### src/design/asp_pkg.sv
// Shared constants for the converter serial port, its limit registers and the host end.
// Assumes a single 250 MHz system clock on both ends.
package asp_pkg;
   localparam int unsigned CLK_MHZ = 250;
   localparam int unsigned CONV_TIME_NS = 600;
   localparam int unsigned CONV_CYCLES = (CONV_TIME_NS * CLK_MHZ + 999) / 1000;
   localparam int unsigned CONV_GAP_NS = 1000;
   localparam int unsigned CONV_GAP_CYCLES = (CONV_GAP_NS * CLK_MHZ + 999) / 1000;
   localparam int unsigned CONV_SETTLE_CYCLES = CONV_CYCLES + 4;
   localparam int unsigned CONV_LOW_CYCLES = 10;
   localparam int unsigned SCLK_HALF_CYCLES = 4;
   localparam int unsigned NUM_CH = 8;
   localparam logic [4:0] FRAME_BITS = 5'h10;
   localparam logic [5:0] FRAME_EDGES = 6'h20;
   // Command word layout.
   localparam int CMD_ADDR_MSB = 15;
   localparam int CMD_ADDR_LSB = 11;
   localparam int CMD_WRITE_BIT = 10;
   // Device register addresses; bounds of channel n sit at LOWER_BASE + 3n (+1 upper, +2 margin).
   localparam logic [4:0] ADDR_RESULT = 5'h00;
   localparam logic [4:0] ADDR_ALERT = 5'h07;
   localparam logic [4:0] ADDR_LOWER_BASE = 5'h08;
   localparam logic [4:0] ADDR_STRIDE = 5'h03;
   localparam logic [8:0] LOWER_RST = 9'h000;
   localparam logic [8:0] UPPER_RST = 9'h1ff;
   localparam logic [8:0] MARGIN_RST = 9'h1ff;
   localparam logic [2:0] LOWER_PAD = 3'h0;
   localparam logic [2:0] UPPER_PAD = 3'h7;
   localparam logic [2:0] MARGIN_PAD = 3'h0;
   localparam logic [6:0] BOUND_UNUSED = 7'h00;
   // Host APB register map.
   localparam logic [7:0] APB_CTRL = 8'h00;
   localparam logic [7:0] APB_TX = 8'h04;
   localparam logic [7:0] APB_RX = 8'h08;
   localparam logic [7:0] APB_STATUS = 8'h0c;
   localparam int CTRL_FRAME = 0;
   localparam int CTRL_CONV = 1;
   localparam int CTRL_CPOL = 2;
endpackage : asp_pkg

### src/design/asp_link_if.sv
// Serial link between the converter end and the host end.
// Serial output is three-state by its sdo_oe enable; the bench joins sdo straight to the host and never resolves the wire.
`timescale 1ns/1ps
interface asp_link_if;
   logic cs_n;
   logic sclk;
   logic sdi;
   logic conversion_start_n;
   logic sdo;
   logic sdo_oe;
   modport dev (input cs_n, input sclk, input sdi, input conversion_start_n,
      output sdo, output sdo_oe);
   modport host (output cs_n, output sclk, output sdi, output conversion_start_n,
      input sdo, input sdo_oe);
endinterface : asp_link_if

### src/design/asp_device.sv
// Converter end: serial port, conversion timing, limit registers and window alerts.
// Assumes link pins are synchronous to clock and slow against it (several cycles per level).
// Functional notes
// Lower bound: nine bits over 000
// Upper bound: nine bits over 111
// Rearm margin: nine bits over 000
// Bits 15..9 unused, read as zero
// Reset: lower zeros, upper and margin ones
// Output driven only while frame selected
// Both clock idle levels supported
// Clock ignored while frame deselected
// Start falling edge: hold, 600 ns conversion
// Host ends start pulse, reads after conversion; one CTRL write setting CTRL_FRAME and CTRL_CONV reads during the conversion
// Result sent 16 bits, MSB first
// Last bit after fifteenth falling edge
// Host waits 1 us between starts
// Write: address, write bit, data
// Read: address, bit ten zero
// Read data returned in following frame
// Pending conversion result overrides read data
// Alert when outside lower or upper bound
// Alert register clears on second clock
// Frame end reinitialises counter and shifter
//
// The register offsets and the APB register port were decided locally.
`timescale 1ns/1ps
module asp_device
   import asp_pkg::*;
(
   // System
   input wire logic clock,
   input wire logic rst,
   // Link
   asp_link_if.dev link,
   // Analog front end
   input wire logic [11:0] sample_data,
   input wire logic [2:0] sample_channel,
   output logic hold,
   output logic shared_alert_output
);
   logic cs_q, sclk_q, cv_q;
   logic [15:0] shift_out_q, shift_out_d;
   logic [15:0] shift_in_q, shift_in_d;
   logic [4:0] rise_cnt_q, rise_cnt_d;
   logic sdo_q, sdo_d, sdo_oe_q, sdo_oe_d;
   logic frame_alert_q, frame_alert_d;
   logic rd_pend_q, rd_pend_d;
   logic [4:0] rd_addr_q, rd_addr_d;
   logic converting_q, converting_d, hold_q, hold_d;
   logic [7:0] conv_cnt_q, conv_cnt_d;
   logic [11:0] held_data_q, held_data_d;
   logic [2:0] held_ch_q, held_ch_d;
   logic [15:0] result_q, result_d;
   logic conv_pend_q, conv_pend_d;
   logic [8:0] lower_q [NUM_CH];
   logic [8:0] lower_d [NUM_CH];
   logic [8:0] upper_q [NUM_CH];
   logic [8:0] upper_d [NUM_CH];
   logic [8:0] margin_q [NUM_CH];
   logic [8:0] margin_d [NUM_CH];
   logic [15:0] alert_bits_q, alert_bits_d;
   logic alert_q, alert_d;

   logic cs_fall, cs_rise, sclk_rise, sclk_fall, conv_fall;
   logic cmd_exec, alert_clr, conv_done;
   logic [4:0] cmd_addr;

   assign cs_fall = cs_q & ~link.cs_n;
   assign cs_rise = ~cs_q & link.cs_n;
   // Clock edges count only inside a frame that has already been opened.
   assign sclk_rise = ~cs_q & ~link.cs_n & ~sclk_q & link.sclk;
   assign sclk_fall = ~cs_q & ~link.cs_n & sclk_q & ~link.sclk;
   assign conv_fall = cv_q & ~link.conversion_start_n;
   assign cmd_exec = cs_rise && (rise_cnt_q == FRAME_BITS);
   assign cmd_addr = shift_in_q[CMD_ADDR_MSB:CMD_ADDR_LSB];
   assign alert_clr = frame_alert_q && sclk_rise && (rise_cnt_q == 5'h01);
   assign conv_done = converting_q && (conv_cnt_q == 8'(CONV_CYCLES - 1));

   function automatic logic [15:0] reg_value(input logic [4:0] addr);
      logic [4:0] idx;
      logic [2:0] ch;
      logic [4:0] sel;
      idx = addr - ADDR_LOWER_BASE;
      ch = 3'(idx / ADDR_STRIDE);
      sel = idx % ADDR_STRIDE;
      reg_value = 16'h0000;
      if (addr == ADDR_RESULT)
      begin
         reg_value = result_q;
      end
      else if (addr == ADDR_ALERT)
      begin
         reg_value = alert_bits_q;
      end
      else if (addr >= ADDR_LOWER_BASE)
      begin
         // Unused upper bits always read as zero.
         unique case (sel)
            5'h00: reg_value = {BOUND_UNUSED, lower_q[ch]};
            5'h01: reg_value = {BOUND_UNUSED, upper_q[ch]};
            default: reg_value = {BOUND_UNUSED, margin_q[ch]};
         endcase
      end
   endfunction : reg_value

   // Serial frame engine.
   always_comb
   begin
      logic [15:0] word;
      word = 16'h0000;
      shift_out_d = shift_out_q;
      shift_in_d = shift_in_q;
      rise_cnt_d = rise_cnt_q;
      sdo_d = sdo_q;
      sdo_oe_d = sdo_oe_q;
      frame_alert_d = frame_alert_q;
      rd_pend_d = rd_pend_q;
      rd_addr_d = rd_addr_q;
      if (cs_fall)
      begin
         // A finished conversion beats a pending register read.
         if (conv_pend_q)
         begin
            word = result_q;
         end
         else if (rd_pend_q)
         begin
            word = reg_value(rd_addr_q);
         end
         frame_alert_d = !conv_pend_q && rd_pend_q && (rd_addr_q == ADDR_ALERT);
         shift_out_d = word;
         sdo_d = word[15];
         sdo_oe_d = 1'b1;
         rise_cnt_d = 5'h00;
      end
      if (sclk_rise)
      begin
         shift_in_d = {shift_in_q[14:0], link.sdi};
         if (rise_cnt_q != 5'h1f)
         begin
            rise_cnt_d = rise_cnt_q + 5'h01;
         end
      end
      // A falling edge before the first rising one is the idle-high lead-in.
      if (sclk_fall && (rise_cnt_q != 5'h00) && (rise_cnt_q < FRAME_BITS))
      begin
         shift_out_d = {shift_out_q[14:0], 1'b0};
         sdo_d = shift_out_q[14];
      end
      if (cs_rise)
      begin
         sdo_oe_d = 1'b0;
         sdo_d = 1'b0;
         rise_cnt_d = 5'h00;
         shift_in_d = 16'h0000;
         frame_alert_d = 1'b0;
         if (cmd_exec)
         begin
            // Only whole 16-bit frames are commands; a read waits for the next frame.
            rd_pend_d = !shift_in_q[CMD_WRITE_BIT];
            rd_addr_d = cmd_addr;
         end
      end
   end

   // Conversion timing, limit registers and alerts.
   always_comb
   begin
      logic [11:0] lo12, hi12, m12;
      logic [12:0] sum;
      logic [4:0] idx;
      lo12 = 12'h000;
      hi12 = 12'h000;
      m12 = 12'h000;
      sum = 13'h0000;
      idx = 5'h00;
      converting_d = converting_q;
      hold_d = hold_q;
      conv_cnt_d = conv_cnt_q;
      held_data_d = held_data_q;
      held_ch_d = held_ch_q;
      result_d = result_q;
      conv_pend_d = conv_pend_q;
      lower_d = lower_q;
      upper_d = upper_q;
      margin_d = margin_q;
      alert_bits_d = alert_bits_q;
      if (conv_fall && !converting_q)
      begin
         converting_d = 1'b1;
         hold_d = 1'b1;
         conv_cnt_d = 8'h00;
         held_data_d = sample_data;
         held_ch_d = sample_channel;
      end
      else if (converting_q)
      begin
         conv_cnt_d = conv_cnt_q + 8'h01;
      end
      if (cs_fall && conv_pend_q)
      begin
         conv_pend_d = 1'b0;
      end
      if (cmd_exec && shift_in_q[CMD_WRITE_BIT] && (cmd_addr >= ADDR_LOWER_BASE))
      begin
         // Only the low nine data bits are stored.
         idx = cmd_addr - ADDR_LOWER_BASE;
         unique case (idx % ADDR_STRIDE)
            5'h00: lower_d[3'(idx / ADDR_STRIDE)] = shift_in_q[8:0];
            5'h01: upper_d[3'(idx / ADDR_STRIDE)] = shift_in_q[8:0];
            default: margin_d[3'(idx / ADDR_STRIDE)] = shift_in_q[8:0];
         endcase
      end
      if (alert_clr)
      begin
         alert_bits_d = 16'h0000;
      end
      if (conv_done)
      begin
         converting_d = 1'b0;
         hold_d = 1'b0;
         conv_pend_d = 1'b1;
         lo12 = {lower_q[held_ch_q], LOWER_PAD};
         hi12 = {upper_q[held_ch_q], UPPER_PAD};
         m12 = {margin_q[held_ch_q], MARGIN_PAD};
         // Automatic release once the result is back inside by the margin.
         sum = {1'b0, held_data_q} + {1'b0, m12};
         if (sum < {1'b0, hi12})
         begin
            alert_bits_d[{held_ch_q, 1'b0}] = 1'b0;
         end
         sum = {1'b0, lo12} + {1'b0, m12};
         if ({1'b0, held_data_q} > sum)
         begin
            alert_bits_d[{held_ch_q, 1'b1}] = 1'b0;
         end
         // New violations are set last so they win over any clear.
         if (held_data_q > hi12)
         begin
            alert_bits_d[{held_ch_q, 1'b0}] = 1'b1;
         end
         else if (held_data_q < lo12)
         begin
            alert_bits_d[{held_ch_q, 1'b1}] = 1'b1;
         end
         result_d = {held_ch_q, |alert_bits_d, held_data_q};
      end
      alert_d = |alert_bits_d;
   end

   always_ff @(posedge clock)
   begin
      if (rst)
      begin
         cs_q <= 1'b1;
         sclk_q <= 1'b0;
         cv_q <= 1'b1;
         shift_out_q <= 16'h0000;
         shift_in_q <= 16'h0000;
         rise_cnt_q <= 5'h00;
         sdo_q <= 1'b0;
         sdo_oe_q <= 1'b0;
         frame_alert_q <= 1'b0;
         rd_pend_q <= 1'b0;
         rd_addr_q <= 5'h00;
         converting_q <= 1'b0;
         hold_q <= 1'b0;
         conv_cnt_q <= 8'h00;
         held_data_q <= 12'h000;
         held_ch_q <= 3'h0;
         result_q <= 16'h0000;
         conv_pend_q <= 1'b0;
         for (int i = 0; i < NUM_CH; i++)
         begin
            lower_q[i] <= LOWER_RST;
            upper_q[i] <= UPPER_RST;
            margin_q[i] <= MARGIN_RST;
         end
         alert_bits_q <= 16'h0000;
         alert_q <= 1'b0;
      end
      else
      begin
         cs_q <= link.cs_n;
         sclk_q <= link.sclk;
         cv_q <= link.conversion_start_n;
         shift_out_q <= shift_out_d;
         shift_in_q <= shift_in_d;
         rise_cnt_q <= rise_cnt_d;
         sdo_q <= sdo_d;
         sdo_oe_q <= sdo_oe_d;
         frame_alert_q <= frame_alert_d;
         rd_pend_q <= rd_pend_d;
         rd_addr_q <= rd_addr_d;
         converting_q <= converting_d;
         hold_q <= hold_d;
         conv_cnt_q <= conv_cnt_d;
         held_data_q <= held_data_d;
         held_ch_q <= held_ch_d;
         result_q <= result_d;
         conv_pend_q <= conv_pend_d;
         lower_q <= lower_d;
         upper_q <= upper_d;
         margin_q <= margin_d;
         alert_bits_q <= alert_bits_d;
         alert_q <= alert_d;
      end
   end

   assign link.sdo = sdo_q;
   assign link.sdo_oe = sdo_oe_q;
   assign hold = hold_q;
   assign shared_alert_output = alert_q;
endmodule : asp_device

### src/flat_wrapper.sv
// flat-port wrapper written by rule: the top's interface ports become plain ports
module asp_device_flat import asp_pkg::*;
  (clock, rst, sample_data, sample_channel, hold, shared_alert_output, link_cs_n, link_sclk, link_sdi, link_conversion_start_n, link_sdo, link_sdo_oe);
  asp_link_if link_i ();
  input wire logic clock;
  input wire logic rst;
  input wire logic [11:0] sample_data;
  input wire logic [2:0] sample_channel;
  output logic hold;
  output logic shared_alert_output;
  input wire logic [$bits(link_i.cs_n)-1:0] link_cs_n;
  input wire logic [$bits(link_i.sclk)-1:0] link_sclk;
  input wire logic [$bits(link_i.sdi)-1:0] link_sdi;
  input wire logic [$bits(link_i.conversion_start_n)-1:0] link_conversion_start_n;
  output wire logic [$bits(link_i.sdo)-1:0] link_sdo;
  output wire logic [$bits(link_i.sdo_oe)-1:0] link_sdo_oe;
  assign link_i.cs_n = link_cs_n;
  assign link_i.sclk = link_sclk;
  assign link_i.sdi = link_sdi;
  assign link_i.conversion_start_n = link_conversion_start_n;
  assign link_sdo = link_i.sdo;
  assign link_sdo_oe = link_i.sdo_oe;
  asp_device u_core (.clock(clock), .rst(rst), .link(link_i), .sample_data(sample_data), .sample_channel(sample_channel), .hold(hold), .shared_alert_output(shared_alert_output));
endmodule
### config.mk
export PLATFORM = sky130hd
export DESIGN_NAME = asp_device_flat
export DESIGN_NICKNAME = d
export VERILOG_FILES = /design/src/design/asp_pkg.sv /design/src/design/asp_link_if.sv /design/src/design/asp_device.sv /design/src/flat_wrapper.sv
export SDC_FILE = /design/constraint.sdc
export NUM_CORES = 1
export LEC_CHECK = 0
export ABC_AREA = 0
export BUFFER_PORTS_ARGS = -buffer_cell sky130_fd_sc_hd__buf_2
export CAP_MARGIN = 20
export CORE_MARGIN = 3
export CORE_UTILIZATION = 33
export DETAILED_ROUTE_END_ITERATION = 7
export GPL_ROUTABILITY_DRIVEN = 0
export GPL_TIMING_DRIVEN = 0
export HOLD_SLACK_MARGIN = 0.03
export PLACE_DENSITY = 0.51
export SLEW_MARGIN = 20
export SYNTH_ARGS = -nofsm -noshare
export SYNTH_HDL_FRONTEND = slang
export SYNTH_SLANG_ARGS = --single-unit
### constraint.sdc
create_clock -name clock -period 5.4 [get_ports clock]
set_input_delay 0.27 -clock clock [delete_from_list [all_inputs] [get_ports clock]]
set_output_delay 0.27 -clock clock [all_outputs]
set_load 0.02 [all_outputs]
==> results of run 1 <==
flip-flops by register name, summed over array words and instances (netlist names), 3 cells and up:
register             cells
u_core.alert_bits_q     16
u_core.rd_addr_q         5
u_core.held_ch_q         3
u_core.result_q         16
u_core.rise_cnt_q        5
u_core.upper_q          72
u_core.held_data_q      12
u_core.shift_out_q      15
u_core.lower_q          72
u_core.conv_cnt_q        8
u_core.shift_in_q       16
u_core.margin_q         72
area by class of cell:
| type | instances | share of cell area |
|---|---|---|
| inverters | 46 | 0.00783 |
| well taps | 748 | 0.0424 |
| flip-flops and latches | 322 | 0.293 |
| multi-input cells | 1731 | 0.521 |
| clock inverters | 11 | 0.00539 |
| repair buffers | 100 | 0.0351 |
| plain buffers | 177 | 0.0427 |
| clock buffers | 60 | 0.0528 |
power by group:
group | leakage (nW) | switching [mW] | total [mW] | internal, mW
logic | 5.44 | 0.348 | 0.566 | 0.218
clock network | 0.633 | 1.08 | 2.67 | 1.58
registers | 2.61 | 0.0226 | 2.41 | 2.39
timing repair:
action	in CTS	in global routing
cloned	0	4
hold endpoints to repair	19	0
setup buffers	14	38
pin swaps	12	26
resized for setup	95	82
hold buffers	19	0
endpoints found under the setup margin	144	201
layer usage:
metal | vias to the layer above | routed length, µm | track usage
met1 | 9342 | 33800 | 0.359
met5 | - | 8 | 0
li1 | 8511 | - | -
met4 | 2 | 6180 | 0.165
met2 | 1235 | 35500 | 0.406
met3 | 329 | 8620 | 0.0584
through the flow:
step           power, mW  instance area [µm²]  cells  setup WS [ns]  hold slack, ns
2_1_floorplan       2.74                18500   2281         0.0313           0.377
3_3_place_gp        2.90                19500   3053          -2.45           0.441
3_5_place_dp        2.91                19600   3055          -2.14           0.447
4_1_cts             5.61                21500   3154         -0.148           0.152
5_1_grt             5.80                22000   3195         -0.237           0.159
6_report            5.64                22000   3195        -0.0272           0.173
cell families (layout without fill, tap and decap cells):
| group | Yosys count | after routing |
|---|---|---|
| multiplexers | 206 | 206 |
| flip-flops | 322 | 322 |
| adder cells (fa/ha/maj) | 69 | 69 |
| buffers and inverters | 229 | 394 |
| AO/OA/AOI/OAI | 501 | 501 |
| XOR/XNOR | 25 | 25 |
| AND/OR/NAND/NOR | 929 | 930 |
worst min-delay path by stage:
| stage | slack (ns) | from | cells after the start | end |
|---|---|---|---|---|
| 2_1_floorplan | 0.38 | link_cs_n | 1 | u_core.cs_q |
| 3_3_place_gp | 0.44 | u_core.shift_in_q[9] | 2 | u_core.shift_in_q[10] |
| 3_5_place_dp | 0.45 | u_core.shift_in_q[9] | 2 | u_core.shift_in_q[9] |
| 4_1_cts | 0.15 | rst | 3 | u_core.shift_out_q[0] |
| 5_1_grt | 0.16 | rst | 3 | u_core.shift_out_q[0] |
| 6_report | 0.17 | rst | 3 | u_core.shift_out_q[0] |
worst register-to-register path: stages (launching register included):
cell and delay, ns:
dfxtp_4 0.37, clkbuf_16 0.17, nand2_2 0.21, nor2_4 0.10, clkbuf_4 0.26, a22oi_2 0.21
nand3_2 0.13, buf_12 0.17, ha_4 0.16, fa_2 0.39, a21o_1 0.19, a21oi_2 0.17
o21bai_1 0.11, a21oi_2 0.16, o21bai_1 0.09, a21oi_1 0.15, xor2_1 0.17, ha_1 0.26
nand4_1 0.11, nor3_2 0.06, a2111oi_2 0.29, o31ai_1 0.14, a31o_2 0.31, buf_6 0.14
o21bai_1 0.14, a22oi_1 0.23, a31oi_1 0.14, o31a_1 0.29
cells in the final DEF, fill, tap and decap left out, types with 33 or more instances in the layout:
cell       count
inv_1         44
o21ai_0       36
a22oi_1       60
nor3_1        38
nand2_1      322
nand3_1       69
dfxtp_1      318
nor2b_1       33
nor2_1       293
buf_2         50
a211o_1       41
buf_4         57
a311oi_1      37
clkbuf_1     124
clkbuf_16     41
ha_1          65
a21oi_1      123
mux2i_1      187
==> out/metrics.csv, run 1 <==
stage;metric;value;unit
power;PD cells;256;nW/µm²
placed_design;hpwl dp;61600;µm
finish;filler cell count;5626;
synth;Mapped Avg Cell Area;8.10;µm²
sta;post-route setup slack;-0.0272;ns
routing;Total Wirelength;84100;µm
worst_setup_path;Worst Setup SP;u_core.held_ch_q[1];
worst_setup_path;Worst Setup EP;u_core.result_q[12];
clocking;CTS buffer count;39;
synth;multiplexer share of the synthesized area;0.117;
worst_setup_path;slowest CP cell;fa_2;
synth;XOR/XNOR share of the synthesized area;0.0119;
synth;most frequent cell after synthesis;nand2_1;
clocking;Clock Tree Buf Depth;3;
synth;share of Yosys cell area claimed by the top area cell type;0.349;
floorplan;Core Rows;86;
routing;Routed Antenna Nets;0;
power;Max IR drop VDD;0.000176;V
worst_hold_path;HP Class;in2reg;
global_routing;first-pass GRT wire length;120000;µm
routing;drt pass-1 iters;6;
floorplan;die width;243;µm
run_status;outcome;finished with violations;
finish;share of cells above drive strength 1;0.125;
synth;largest family of logic cells by synthesized area;simple AND/OR/NAND/NOR gates;
worst_setup_path;Worst path depth;27;
floorplan;die height;243;µm
synth;commonest register cell after synthesis;dfxtp_1;
synth;Synth area leaders;dfxtp_1 (35%), mux2i_1 (10%), nand2_1 (6.6%);
worst_setup_path;WP buf/inv;4;
synth;EDFF count, synth;0;
worst_setup_path;Reg2Reg Depth;27;
clocking;clk sinks;322;
worst_setup_path;critical path type;reg2reg;
synth;sequential area share after synthesis;0.349;
worst_setup_path;crit-path max FO;10;
worst_setup_path;reg2reg setup slack;-0.03;ns
worst_setup_path;worst r2r dst;u_core.result_q[12];
sta;clk_skew;0.0223;ns
floorplan;# IOs;25;
synth;Synth async-reset ratio;0;
run_status;failing checks;negative setup slack;
clocking;H-Tree Level Count;2;
finish;diode count;0;
worst_setup_path;r2r startpoint;u_core.held_ch_q[1];
global_routing;largest net degree at the start of global routing;13;
placed_design;Buffers on Ports;24;
global_routing;initial antenna violation count;1;
synth;Yosys reg bits;322;
global_routing;Total GRT Usage;0.272;
synth;synth cell count leaders;nand2_1 (324), dfxtp_1 (322), nor2_1 (295);
sta;Hold Vio Cnt, Final;0;
sta;Slew HR;0.288;
sta;Slew @ Worst Pin;1.07;ns
global_routing;vias in the first global route;17700;
worst_setup_path;slowest cell delay on critical path;0.39;ns
clocking;Reg clk slew, reported paths;0.07;ns
routing;total vias in the final route;19400;
worst_setup_path;Crit path required time;5.85;ns
clocking;Clock Root Buffer;clkbuf_16;
flow_run;Max Cap Violations;0;
clocking;CTS tree;built;
worst_setup_path;critical path arrival;5.88;ns
routing;DRT iter0 DRCs;2630;
synth;Synth area leader;dfxtp_1;
routing;Post-route DRC;0;
finish;fin util;0.399;
worst_setup_path;crit path capture type;flop;
worst_setup_path;Top delay family on crit path;compound AO/OA/AOI/OAI gates;
synth;Adder-Cell Fraction of Synth Area;0.0476;
sta;f_max;184;MHz
sta;unrepaired setup endpoints after global routing;true;
synth;Mapped Area;18500;µm²
floorplan;DIE AREA;58800;µm²
finish;area of the multi-input gates;11500;µm²
power;P_leak;8.68;nW
worst_setup_path;critical path launch point type;flop;
sta;period utilization;1.01;
finish;Register Area;6460;µm²
worst_setup_path;most frequent CP cell;o21bai_1;
sta;final setup fails;1;
routing;WL/cell;26.3;µm
finish;Area Overhead vs Synth;19.4;%
synth;synthesized instance count;2281;
synth;Synth cell types;88;
finish;nets@finish;2507;
global_routing;grt total ovfl;0;
routing;drt via density;6.08;
synth;compound-cell area share of the yosys netlist;0.192;
synth;synth warn;0;
floorplan;Starting Density;0.335;
floorplan;Core Box Area;55200;µm²
sta;Slew Limit Fails;0;
clocking;Skew-Pair Late Insertion Delay;0.58;ns
synth;Post-Synth Simple-Gate Area;0.233;
sta;sum of negative setup slack;-0.0272;ns
sta;Tmin final;5.43;ns
synth;syn_nets;2371;
Power figures use the tool's default switching activity.
==> run 2: changes to the inputs <==
- RECOVER_POWER: not set -> 50
==> out/metrics.csv, run 2 (synthesis gave the netlist of run 1 again) <==
stage;metric;value;unit
worst_setup_path;slowest CP cell;nor3_4;
finish;most common cell after layout, fill and taps aside;nand2_1;
placed_design;placed cell count;3055;
run_status;outcome;finished with violations;
clocking;clk sinks;322;
clocking;CTS tree;built;
clocking;CTS buffer count;39;
clocking;Skew-Pair Late Insertion Delay;0.58;ns
worst_setup_path;r2r startpoint;u_core.held_ch_q[2];
floorplan;# IOs;25;
sta;Hold Vio Cnt, Final;0;
floorplan;Starting Density;0.335;
routing;drt pass-1 iters;7;
finish;nets@finish;2507;
worst_setup_path;critical path type;reg2reg;
worst_setup_path;Worst Setup SP;u_core.held_ch_q[2];
clocking;Clock Tree Buf Depth;3;
sta;unrepaired setup endpoints after global routing;true;
finish;Finished Layout Cells;3195;
floorplan;Core Box Area;55200;µm²
routing;Total Wirelength;84100;µm
finish;most frequent cells in the layout;nand2_1 (322), dfxtp_1 (318), nor2_1 (293), mux2i_1 (187), clkbuf_1 (134);
routing;drt via density;6.02;
power;PD cells;256;nW/µm²
sta;final setup fails;4;
worst_setup_path;most frequent CP cell;o21bai_1;
sta;Slew Limit Fails;0;
power;P_leak;8.66;nW
routing;Post-route DRC;0;
placed_design;Post-DP Area;19600;µm²
global_routing;Total GRT Usage;0.272;
global_routing;grt total ovfl;0;
floorplan;die height;243;µm
power;Tot Pwr;5.64;mW
sta;Slew HR;0.225;
worst_setup_path;Top delay family on crit path;compound AO/OA/AOI/OAI gates;
global_routing;largest net degree at the start of global routing;13;
finish;share of cells above drive strength 1;0.122;
routing;DRT iter0 DRCs;2680;
sta;Slew @ Worst Pin;1.15;ns
worst_setup_path;reg2reg setup slack;-0.06;ns
routing;WL/cell;26.3;µm
worst_setup_path;worst r2r dst;u_core.result_q[12];
sta;Tmin final;5.46;ns
worst_setup_path;critical path launch point type;flop;
power;Max IR drop VDD;0.000175;V
sta;period utilization;1.01;
worst_setup_path;WP buf/inv;6;
sta;f_max;183;MHz
worst_setup_path;crit path capture type;flop;
global_routing;vias in the first global route;17700;
worst_setup_path;Crit path required time;5.85;ns
finish;Area Overhead vs Synth;19.2;%
routing;total vias in the final route;19200;
finish;largest registers;u_core.lower_q (72), u_core.margin_q (72), u_core.upper_q (72);
worst_setup_path;critical path arrival;5.91;ns
sta;post-route setup slack;-0.0591;ns
clocking;Clock Root Buffer;clkbuf_16;
worst_setup_path;Worst Setup EP;u_core.result_q[12];
global_routing;first-pass GRT wire length;120000;µm
global_routing;initial antenna violation count;1;
sta;clk_skew;0.0256;ns
flow_run;Max Cap Violations;0;
clocking;Reg clk slew, reported paths;0.07;ns
worst_setup_path;crit-path max FO;10;
worst_hold_path;HP Class;in2reg;
floorplan;DIE AREA;58800;µm²
finish;diode count;0;
clocking;H-Tree Level Count;2;
worst_setup_path;slowest cell delay on critical path;0.63;ns
worst_setup_path;Reg2Reg Depth;26;
routing;Routed Antenna Nets;0;
placed_design;Buffers on Ports;24;
placed_design;hpwl dp;61600;µm
worst_setup_path;Worst path depth;26;
run_status;failing checks;negative setup slack;
floorplan;die width;243;µm
finish;post-route cell area;22000;µm²
floorplan;Core Rows;86;
-- run 2: metrics by stage --
stage	worst slack, ns	hold slack [ns]	util	TNS, ns
after global placement	-2.45	0.441	0.354	-41.71
final	-0.0591	0.404	0.399	-0.103
after detailed placement	-2.14	0.447	0.354	-43.49
after floorplan	0.0313	0.377	-	0
after global routing	-0.237	0.368	0.399	-6.12
after CTS	-0.148	0.152	0.389	-0.148
-- run 2: per-layer routing --
metal | vias to the layer above | share of wire | wire length [µm] | global-route usage
met1 | 9239 | 0.41 | 34200 | 0.359
met3 | 338 | 0.10 | 8370 | 0.0584
met4 | 2 | 0.074 | 6260 | 0.165
li1 | 8499 | - | - | -
met5 | - | 0.00013 | 11 | 0
met2 | 1150 | 0.42 | 35200 | 0.406
-- run 2: cell type report --
type                            count  area [µm²]
Timing Repair Buffer              100         761
Clock buffer                       60        1160
Buffer                            177         938
Tap cell                          748         936
Inverter                           46         173
Sequential cell                   322        6460
Multi-Input combinational cell   1731       11500
Fill cell                        5637       33200
Clock inverter                     11         119
-- run 2: what timing repair did --
action                     in CTS  in global routing
gates cloned                    0                  4
hold endpoints to repair       19                  0
pin swaps                      12                 26
hold buffers                   19                  0
buffers inserted               14                 38
setup endpoints to repair     144                201
resized for setup              95                 82
-- run 2: worst min-delay path, delay by kind of cell --
kind	cells	cell delay, ns
compound gates	1	0.10
simple gates	1	0.19
buf+inv	1	0.36
-- run 2: worst min path at each step --
stage	startpoint	to	slack, ns	cells past startpoint
2_1_floorplan	link_cs_n	u_core.cs_q	0.38	1
5_1_grt	rst	u_core.shift_out_q[0]	0.37	3
3_3_place_gp	u_core.shift_in_q[9]	u_core.shift_in_q[10]	0.44	2
6_report	rst	u_core.shift_out_q[0]	0.40	3
4_1_cts	rst	u_core.shift_out_q[0]	0.15	3
3_5_place_dp	u_core.shift_in_q[9]	u_core.shift_in_q[9]	0.45	2
-- run 2: where the power goes --
part           leakage [nW]  internal [mW]  switching [mW]
combinational          5.42          0.217           0.349
clock                 0.633           1.58            1.08
sequential             2.61           2.39          0.0225
total                  8.66           4.19            1.45
